## src/core/powerdown_pkg.sv

```systemverilog
package powerdown_pkg;

    // instruction word layout
    localparam int INSTR_WIDTH = 16;
    localparam logic [15:0] OPCODE_POWERDOWN = 16'h0003;
    localparam logic [15:0] OPCODE_PREFIX_MASK = 16'hFFF0;
    localparam logic [15:0] OPCODE_PREFIX_VALUE = 16'h0000;

    // watchdog widths and clear values
    localparam int WATCHDOG_WIDTH = 8;
    localparam int POSTSCALER_WIDTH = 8;
    localparam logic [7:0] WATCHDOG_CLEAR = 8'h00;
    localparam logic [7:0] POSTSCALER_CLEAR = 8'h00;

    // register byte offsets
    localparam logic [7:0] OFFSET_CONTROL = 8'h00;
    localparam logic [7:0] OFFSET_STATUS = 8'h04;
    localparam logic [7:0] OFFSET_WATCHDOG = 8'h08;
    localparam logic [7:0] OFFSET_COUNT = 8'h0C;

    // control field positions
    localparam int CTRL_WDOG_ENABLE_BIT = 0;
    localparam int CTRL_POST_SEL_LSB = 1;
    localparam int CTRL_POST_SEL_WIDTH = 3;

    // status field positions
    localparam int STAT_TIMEOUT_BIT = 0;
    localparam int STAT_POWERDOWN_BIT = 1;
    localparam int STAT_HALTED_BIT = 2;
    localparam int STAT_OSC_STOPPED_BIT = 3;

    // watchdog register field positions
    localparam int WDOG_COUNT_LSB = 0;
    localparam int WDOG_POST_LSB = 8;

    // reset values
    localparam logic CONTROL_ENABLE_RESET = 1'b0;
    localparam logic [2:0] CONTROL_POST_SEL_RESET = 3'h0;
    localparam logic TIMEOUT_FLAG_RESET = 1'b1;
    localparam logic POWERDOWN_FLAG_RESET = 1'b1;
    localparam logic [15:0] COUNT_RESET = 16'h0000;

    // oscillator restart time
    localparam int CLOCK_PERIOD_PS = 5000;
    localparam int RESTART_TIME_NS = 20;
    localparam int RESTART_CYCLES = (RESTART_TIME_NS * 1000 + CLOCK_PERIOD_PS - 1) / CLOCK_PERIOD_PS;

    typedef enum logic [1:0]
    {
        CORE_RUN = 2'b00,
        CORE_HALT = 2'b01,
        CORE_RESTART = 2'b11
    } core_state_t;

endpackage : powerdown_pkg

```

## src/core/power_down_instruction.sv

```systemverilog
// The register offsets and the APB register port were chosen for this implementation.
`timescale 1ns/100ps
// Notes on behaviour
// - power-down clears powerdown_flag to zero
// - power-down sets timeout_flag to one
// - power-down clears watchdog counter and postscaler
// - then halt, stop oscillator, no fetches
// - one-word single-cycle opcode, upper twelve zero
module power_down_instruction
    import powerdown_pkg::*;
#(
    parameter int RESTART_COUNT = RESTART_CYCLES
)
(
    input wire logic pclk,
    input wire logic presetn,
    input wire logic psel,
    input wire logic penable,
    input wire logic pwrite,
    input wire logic [7:0] paddr,
    input wire logic [31:0] pwdata,
    output logic [31:0] prdata,
    output logic pready,
    output logic pslverr,
    input wire logic instr_valid,
    input wire logic [15:0] instr_word,
    input wire logic wake_request,
    output logic fetch_enable,
    output logic osc_stop,
    output logic halted,
    output logic timeout_flag,
    output logic powerdown_flag,
    output logic powerdown_executed
);

    import powerdown_pkg::*;

    function automatic logic is_powerdown(input logic [15:0] word);
        begin
            is_powerdown = ((word & OPCODE_PREFIX_MASK) == OPCODE_PREFIX_VALUE)
                && (word == OPCODE_POWERDOWN);
        end
    endfunction : is_powerdown

    function automatic logic addr_hit(input logic [7:0] addr, input logic [7:0] offset);
        begin
            addr_hit = (addr == offset);
        end
    endfunction : addr_hit

    core_state_t state;
    core_state_t next_state;

    logic wdog_enable;
    logic [2:0] post_sel;
    logic [15:0] exec_count;
    logic [7:0] restart_timer;
    logic [7:0] next_restart_timer;

    logic [WATCHDOG_WIDTH-1:0] wdog_count;
    logic [POSTSCALER_WIDTH-1:0] wdog_post;
    logic wdog_overflow;
    logic wdog_clear;

    logic access;
    logic write_access;
    logic control_write;
    logic read_setup;
    logic hit_control;
    logic hit_status;
    logic hit_watchdog;
    logic hit_count;
    logic hit_any;
    logic [31:0] read_mux;
    logic [31:0] control_value;
    logic [31:0] status_value;
    logic [31:0] watchdog_value;

    logic decode_hit;
    logic execute_powerdown;
    logic wake_event;
    logic next_timeout_flag;
    logic next_powerdown_flag;
    logic next_halted;
    logic next_osc_stop;
    logic next_fetch_enable;
    logic [15:0] next_exec_count;
    logic [7:0] restart_load;

    // instruction decode
    assign decode_hit = instr_valid && is_powerdown(instr_word);
    assign execute_powerdown = decode_hit && (state == CORE_RUN) && fetch_enable;
    assign wake_event = wake_request || wdog_overflow;
    assign wdog_clear = execute_powerdown;

    // apb decode
    assign access = psel && penable;
    assign write_access = access && pwrite;
    assign control_write = write_access && hit_control;
    assign read_setup = psel && !penable && !pwrite;
    assign hit_control = addr_hit(paddr, OFFSET_CONTROL);
    assign hit_status = addr_hit(paddr, OFFSET_STATUS);
    assign hit_watchdog = addr_hit(paddr, OFFSET_WATCHDOG);
    assign hit_count = addr_hit(paddr, OFFSET_COUNT);
    assign hit_any = hit_control || hit_status || hit_watchdog || hit_count;
    assign pready = 1'b1;
    assign pslverr = access && (!hit_any || (pwrite && !hit_control));

    assign control_value = {28'h0000000, post_sel, wdog_enable};
    assign status_value = {28'h0000000, osc_stop, halted, powerdown_flag, timeout_flag};
    assign watchdog_value = {16'h0000, wdog_post, wdog_count};
    assign read_mux = hit_control ? control_value
        : hit_status ? status_value
        : hit_watchdog ? watchdog_value
        : hit_count ? {16'h0000, exec_count}
        : 32'h00000000;

    // core sequencing
    assign restart_load = 8'(RESTART_COUNT);

    always_comb
    begin
        next_state = state;
        next_restart_timer = restart_timer;
        case (state)
            CORE_RUN:
            begin
                if (execute_powerdown)
                begin
                    next_state = CORE_HALT;
                end
            end
            CORE_HALT:
            begin
                if (wake_event)
                begin
                    next_state = CORE_RESTART;
                    next_restart_timer = restart_load;
                end
            end
            CORE_RESTART:
            begin
                if (restart_timer <= 8'h01)
                begin
                    next_state = CORE_RUN;
                    next_restart_timer = 8'h00;
                end
                else
                begin
                    next_restart_timer = restart_timer - 8'h01;
                end
            end
            default:
            begin
                next_state = CORE_RUN;
                next_restart_timer = 8'h00;
            end
        endcase
    end

    always_ff @(posedge pclk or negedge presetn)
    begin
        if (!presetn)
        begin
            state <= CORE_RUN;
        end
        else
        begin
            state <= next_state;
        end
    end

    always_ff @(posedge pclk or negedge presetn)
    begin
        if (!presetn)
        begin
            restart_timer <= 8'h00;
        end
        else
        begin
            restart_timer <= next_restart_timer;
        end
    end

    // halt and oscillator outputs
    assign next_halted = (next_state != CORE_RUN);
    assign next_osc_stop = (next_state == CORE_HALT);
    assign next_fetch_enable = (next_state == CORE_RUN);

    always_ff @(posedge pclk or negedge presetn)
    begin
        if (!presetn)
        begin
            halted <= 1'b0;
            osc_stop <= 1'b0;
            fetch_enable <= 1'b1;
        end
        else
        begin
            halted <= next_halted;
            osc_stop <= next_osc_stop;
            fetch_enable <= next_fetch_enable;
        end
    end

    // status flags, power-down wins over watchdog wake
    assign next_timeout_flag = execute_powerdown ? 1'b1
        : wdog_overflow ? 1'b0
        : timeout_flag;
    assign next_powerdown_flag = execute_powerdown ? 1'b0 : powerdown_flag;

    always_ff @(posedge pclk or negedge presetn)
    begin
        if (!presetn)
        begin
            timeout_flag <= TIMEOUT_FLAG_RESET;
        end
        else
        begin
            timeout_flag <= next_timeout_flag;
        end
    end

    always_ff @(posedge pclk or negedge presetn)
    begin
        if (!presetn)
        begin
            powerdown_flag <= POWERDOWN_FLAG_RESET;
        end
        else
        begin
            powerdown_flag <= next_powerdown_flag;
        end
    end

    // execution pulse and counter
    assign next_exec_count = execute_powerdown ? exec_count + 16'h0001 : exec_count;

    always_ff @(posedge pclk or negedge presetn)
    begin
        if (!presetn)
        begin
            powerdown_executed <= 1'b0;
        end
        else
        begin
            powerdown_executed <= execute_powerdown;
        end
    end

    always_ff @(posedge pclk or negedge presetn)
    begin
        if (!presetn)
        begin
            exec_count <= COUNT_RESET;
        end
        else
        begin
            exec_count <= next_exec_count;
        end
    end

    // control register
    always_ff @(posedge pclk or negedge presetn)
    begin
        if (!presetn)
        begin
            wdog_enable <= CONTROL_ENABLE_RESET;
            post_sel <= CONTROL_POST_SEL_RESET;
        end
        else if (control_write)
        begin
            wdog_enable <= pwdata[CTRL_WDOG_ENABLE_BIT];
            post_sel <= pwdata[CTRL_POST_SEL_LSB +: CTRL_POST_SEL_WIDTH];
        end
    end

    // read data register
    always_ff @(posedge pclk or negedge presetn)
    begin
        if (!presetn)
        begin
            prdata <= 32'h00000000;
        end
        else if (read_setup)
        begin
            prdata <= read_mux;
        end
    end

    watchdog_counter #(
        .COUNT_WIDTH(WATCHDOG_WIDTH),
        .POST_WIDTH(POSTSCALER_WIDTH)
    ) u_watchdog (
        .pclk(pclk),
        .presetn(presetn),
        .enable(wdog_enable),
        .clear(wdog_clear),
        .post_sel(post_sel),
        .count(wdog_count),
        .postscaler(wdog_post),
        .overflow(wdog_overflow)
    );

endmodule : power_down_instruction

```

## src/core/watchdog_counter.sv

```systemverilog
`timescale 1ns/100ps
module watchdog_counter
    import powerdown_pkg::*;
#(
    parameter int COUNT_WIDTH = WATCHDOG_WIDTH,
    parameter int POST_WIDTH = POSTSCALER_WIDTH
)
(
    input wire logic pclk,
    input wire logic presetn,
    input wire logic enable,
    input wire logic clear,
    input wire logic [2:0] post_sel,
    output logic [COUNT_WIDTH-1:0] count,
    output logic [POST_WIDTH-1:0] postscaler,
    output logic overflow
);

    logic [POST_WIDTH-1:0] next_postscaler;
    logic post_tick;
    logic count_wrap;

    // postscaler ticks when the selected bit pattern is all ones
    assign post_tick = (postscaler & POST_WIDTH'((1 << post_sel) - 1)) == POST_WIDTH'((1 << post_sel) - 1);
    assign next_postscaler = post_tick ? '0 : postscaler + POST_WIDTH'(1);
    assign count_wrap = post_tick && (count == {COUNT_WIDTH{1'b1}});

    always_ff @(posedge pclk or negedge presetn)
    begin
        if (!presetn)
        begin
            count <= '0;
            postscaler <= '0;
            overflow <= 1'b0;
        end
        else if (clear)
        begin
            count <= COUNT_WIDTH'(WATCHDOG_CLEAR);
            postscaler <= POST_WIDTH'(POSTSCALER_CLEAR);
            overflow <= 1'b0;
        end
        else if (enable)
        begin
            postscaler <= next_postscaler;
            count <= post_tick ? count + COUNT_WIDTH'(1) : count;
            overflow <= count_wrap;
        end
        else
        begin
            overflow <= 1'b0;
        end
    end

endmodule : watchdog_counter

```

## config.mk

```make
export PLATFORM = sky130hd
export DESIGN_NAME = power_down_instruction
export DESIGN_NICKNAME = d
export VERILOG_FILES = /design/src/core/powerdown_pkg.sv /design/src/core/power_down_instruction.sv /design/src/core/watchdog_counter.sv
export SDC_FILE = /design/constraint.sdc
export NUM_CORES = 1
export LEC_CHECK = 0
export ABC_CLOCK_PERIOD_IN_PS = 2300
export BUFFER_PORTS_ARGS = -buffer_cell sky130_fd_sc_hd__buf_4
export CORE_MARGIN = 4
export CORE_UTILIZATION = 52
export DETAILED_ROUTE_END_ITERATION = 10
export PLACE_DENSITY = 0.91
export SYNTH_ARGS = -nofsm -noshare
export SYNTH_HDL_FRONTEND = slang
export SYNTH_SLANG_ARGS = --single-unit
```

## constraint.sdc

```tcl
create_clock -name pclk -period 2.3 [get_ports pclk]
set_input_delay 0.46 -clock pclk [delete_from_list [all_inputs] [get_ports pclk]]
set_output_delay 0.46 -clock pclk [all_outputs]
set_load 0.01 [all_outputs]
```

Word-level counts from Yosys, hierarchy flattened
Index checks and enable logic that the tools add are counted.
- add/subtract/negate cells: 5
- magnitude comparators: 1
- equality and inequality tests: 10
- shift-type cells: 1
- mux-type cells: 21
- bitwise gates (word level): 2
- reductions and logical operators: 31
- operators with widths (kind ; count):
    $mux W16 ; 4
    $mux W8 ; 8
    $pmux W8 S3 ; 1
    $add A16 B1 Y16 const B ; 1
    $add A8 B1 Y8 const B ; 2
    $eq A16 B2 Y1 const B ; 1
    $eq A8 B4 Y1 const B ; 2
    $logic_not A16 Y1 ; 1
    $logic_and A1 B1 Y1 ; 12
    $and A8 B8 Y8 ; 1
    $eq A8 B3 Y1 const B ; 1
    $eq A8 B8 Y1 ; 1
    $eq A8 B8 Y1 const B ; 1
    $le A8 B1 Y1 const B ; 1
    $logic_not A8 Y1 ; 1
    $reduce_bool A2 Y1 ; 4
    $shl A1 B3 Y8 const A ; 1
    $sub A8 B1 Y8 const B ; 1
    $sub A8 B2 Y8 const B ; 1
    $mux W2 ; 3
    $pmux W2 S3 ; 1
    $logic_or A1 B1 Y1 ; 5
    $eq A2 B1 Y1 const B ; 2
    $logic_not A1 Y1 ; 4
    6 further kinds ; 11
- register bits after elaboration: 85
- bits of input ports: 63
- word-level logic and storage cells: 86

Longest topological paths before layout
- word-level depth: 8
- depth in mapped cells: 8
- mapped depth without buffers: 7

By module
Synthesis repeated with hierarchy kept, for this count alone.
- cell total of the unflattened synthesis: 364
- area total of the unflattened synthesis: 3634.7 um^2
- modules (own cells, without submodules) (module ; times used ; cells an instance ; area an instance (um^2) ; seq. area each (um^2)):
    power_down_instruction ; 1 ; 251 ; 2611.3 ; 1305.0
    watchdog_counter ; 1 ; 113 ; 1023.5 ; 425.4

Worst setup path after synthesis
Ideal clock, no wire load.
- kind: input to register
- from: input port paddr[7]
- to: register prdata[15]
- library setup time: 0.130 ns
- data arrival time: 1.684 ns
- path slack: 0.487 ns
- cell stages on the path: 6
- path buffers: 1
- path through: or4_4 nor3_4 nand3b_1 buf_4 mux2i_1 o21ai_1
- cells in the longest elaborated chain, start to end: 5
- elaborated cells between the ends (all ways): 8
- RTL lines (element ; line ; RTL):
    start: declaration ; power_down_instruction.sv:20 ; input wire logic [7:0] paddr,
    $eq A8 B4 Y1 ; power_down_instruction.sv:47 ; addr_hit = (addr == offset);
    $mux W16 ; power_down_instruction.sv:115 ; : hit_count ? {16'h0000, exec_count}
    $mux W16 ; power_down_instruction.sv:114 ; : hit_watchdog ? watchdog_value
    $mux W16 ; power_down_instruction.sv:113 ; : hit_status ? status_value
    $mux W16 * ; power_down_instruction.sv:112 ; assign read_mux = hit_control ? control_value
    end signal: assignment ; power_down_instruction.sv:287 ; prdata <= read_mux;
    end: declaration ; power_down_instruction.sv:22 ; output logic [31:0] prdata,
Mark *: on every way between the ends. The rest lies on a longest branch, timed or not.
A chain may end at the register's enable or synchronous reset.

Worst setup path after layout
- from: input port paddr[7]
- to: output port pslverr
- cells in the longest elaborated chain, start to end: 7
- elaborated cells between the ends (all ways): 12
- RTL lines (element ; line ; RTL):
    $eq A8 B3 Y1 or $logic_not A8 Y1 (tied branches) ; power_down_instruction.sv:47 ;
    $logic_or A1 B1 Y1 (3 in series) ; power_down_instruction.sv:105 ; assign hit_any = hit_control || hit_status || hit_watchdog || hit_count;
    $logic_not A1 Y1 ; power_down_instruction.sv:107 ; assign pslverr = access && (!hit_any || (pwrite && !hit_control));
    $logic_or A1 B1 Y1 * ; power_down_instruction.sv:107 ;
    $logic_and A1 B1 Y1 * ; power_down_instruction.sv:107 ;
    end: declaration ; power_down_instruction.sv:24 ; output logic pslverr,
Marked as above.

==> metrics <==
area of the multi-input gates=1679 sq um; r2r setup slk=0.28 ns; initial DRC count=286; final period utilization=90.32%; Worst-path clk slew=0.08 ns; ys async rst share=100.0%; relative slew slack=43.73%; # DRC=0; count of final hold-check violations=0; Critical Path AT=1.62 ns; row cnt=30; Hold Path Class=in2async; overall power=0.002823 W; total track usage=20.77%; Mapped Cells=367; commonest non-fill, non-tap cell in the layout=dfrtp_1; Pre-antenna DRT Iters=5; CP Launch Type=input port; hold_buf cts=0; reg2reg start=fetch_enable$_DFF_PN1_; Post-Synth Adder-Cell Area=1.741%; total power divided by cell area=659.7 nW/um^2; number of distinct library cells after synthesis=48; Post-Layout Cell Count=511; ant diodes=0; Ports=103; cts repair resizes=0; largest family of logic cells by synthesized area=simple AND/OR/NAND/NOR gates; crit path kind=in2out; CP required=1.84 ns; Storage cell area=1730 sq um; crit end category=output port; final WL=8171 um; # port buffers=57; largest net degree at the start of global routing=70; most frequent cells in the layout=dfrtp_1, buf_4, nand2_1, nor2_1, nand3_1; Syn Std Cell Area=3593 sq um; Setup WS post-layout=0.2227 ns; post-DR wirelength/cell=15.99 um; Starting Density=53.19%; vias in the first global route=2,897; Hold WS=0.1925 ns; measured slew at the worst slew-check pin=0.8440 ns; Sum Neg Setup Slack=0 ns; RSZ-0062 raised after global routing=no; mux share of post-synthesis cell area=7.660%; Final nets=494; CP startpoint=paddr[7]; setup violators final=0; post-synthesis compound-gate area fraction=10.69%; Max H-tree Level=3; Top FF cell, synth=dfrtp_1; CTS tree=built; min Tclk post-route=2.077 ns; chip width=91.13 um; layout cells sized above 1=22.04%; TritonCTS Buffers=9; die height=91.13 um; pre-CTS worst setup slack=0.1980 ns; post-DR vias/cell=5.740; crit-path max FO=6; leakage power=2.065 nW; area leader, netlist=dfrtp_1; Final Max Tran Viols=0; Worst-Skew Late Latency=0.35 ns; worst-case clock skew=0.009548 ns; Post-synth EDFFs=0; sequential share of the synthesized area=48.15%; worst r2r path cells=6; routed vias=2,933; post-placement cell count=495; initial antenna violation count=0; first-pass GRT wire length=13,880 um; routability cong.=0.8627; Post-CTS Setup Bufs=0; area of the die=8305 sq um; simple-gate portion of the synthesized area=20.96%; VDD IR max=0.3623 mV; grt total ovfl=0; Area Overhead vs Synth=19.08%; YS warnings=0; Root Buffer=clkbuf_8; FF+latch count, synth=69; antenna viol nets, final=0; dpl hpwl=5914 um; Fmax=481.4 MHz; core area=6756 sq um; Bufs on Longest Clock Path=2; Max-cap violations=0; Yosys top cell area share=45.96%; Clock Sinks=69; syn avg cell area=9.791 sq um; largest cells by area after synthesis=dfrtp_1, nand2_1, buf_4, mux2i_1, nand3_1; run status=finished, final reports clean; worst r2r dst=u_watchdog.postscaler[1]$_DFFE_PN0P_; XOR/XNOR Fraction of Synth Area=3.900%; fillers=535
==> metal layers <==
| metal | vias to the layer above | part of all wire [%] | GRT usage, % |
|---|---|---|---|
| li1 | 1383 | - | - |
| met1 | 1404 | 40 | 26.08 |
| met2 | 134 | 50 | 35.01 |
| met3 | 12 | 8.1 | 5.800 |
| met4 | 0 | 1.4 | 6.030 |
| met5 | - | 0 | 0 |
==> Yosys cell counts (3+ instances only) <==
library cell,n
dfrtp_1,66
nand2_1,41
nor2_1,24
nand3_1,20
buf_4,19
o21ai_0,19
o21ai_1,19
inv_1,15
mux2i_1,14
a21oi_1,10
xnor2_1,9
clkbuf_1,7
nor3_1,7
nor4_1,7
o31ai_1,7
or4_1,7
xor2_1,7
nand4_1,6
and2_1,5
ha_1,5
or3_1,5
mux2_2,4
mux4_2,4
nand2b_1,4
and3_1,3
buf_2,3
dfstp_2,3
o22ai_1,3
==> metrics by stage <==
step / area (sq um) / utilization (%)
floorplan: 3650 / -
global placement: 4031 / 59.67
detailed placement: 4031 / 59.67
CTS: 4279 / 63.33
global route: 4279 / 63.33
finish: 4279 / 63.33
==> critical path, stage by stage <==
cell	delay, ns
buf_4	0.11
or4_4	0.53
nor3_4	0.24
a21oi_1	0.12
buf_4	0.16
==> kinds of logic (layout without fill, tap and decap cells) <==
group | count (synthesis) | count (layout)
buf+inv | 44 | 93
flops | 69 | 69
fa+ha+maj | 5 | 5
other cells | 2 | 17
mux | 22 | 22
xor+xnor | 16 | 16
compound gates | 65 | 65
simple gates | 144 | 144
==> where the power goes <==
part,total (W),internal [W],switching (W),leakage [nW]
sequential,0.00134,0.00127,0.0000747,0.844
clock,0.00122,0.000754,0.000466,0.120
combinational,0.000263,0.000122,0.000141,1.10
==> layout make-up <==
type,count,area share [%]
flip-flops and latches,69,40.44
multi-input cells,269,39.24
repair buffers,62,10.88
clock buffers,11,3.304
clock inverters,5,2.485
well taps,80,2.339
inverters,15,1.316
==> flip-flops by register name, indices dropped and copies added, names as in the netlist <==
name and flops:
exec_count 16, fetch_enable 1, halted 1, osc_stop 1, post_sel 3, powerdown_executed 1, powerdown_flag 1, prdata 16
restart_timer 8, state 2, timeout_flag 1, u_watchdog.count 8, u_watchdog.overflow 1, u_watchdog.postscaler 8, wdog_enable 1
==> worst max-delay path by stage <==
stage               depth (start not counted)  slack (ns)                endpoint
global route                                5        0.16                 pslverr
finish                                      5        0.22                 pslverr
CTS                                         5        0.22                 pslverr
global placement                            7        0.22   prdata[5]$_DFFE_PN0P_
detailed placement                          7        0.20   prdata[7]$_DFFE_PN0P_
floorplan                                   6        0.49  prdata[15]$_DFFE_PN0P_
Power figures use the tool's default switching activity.
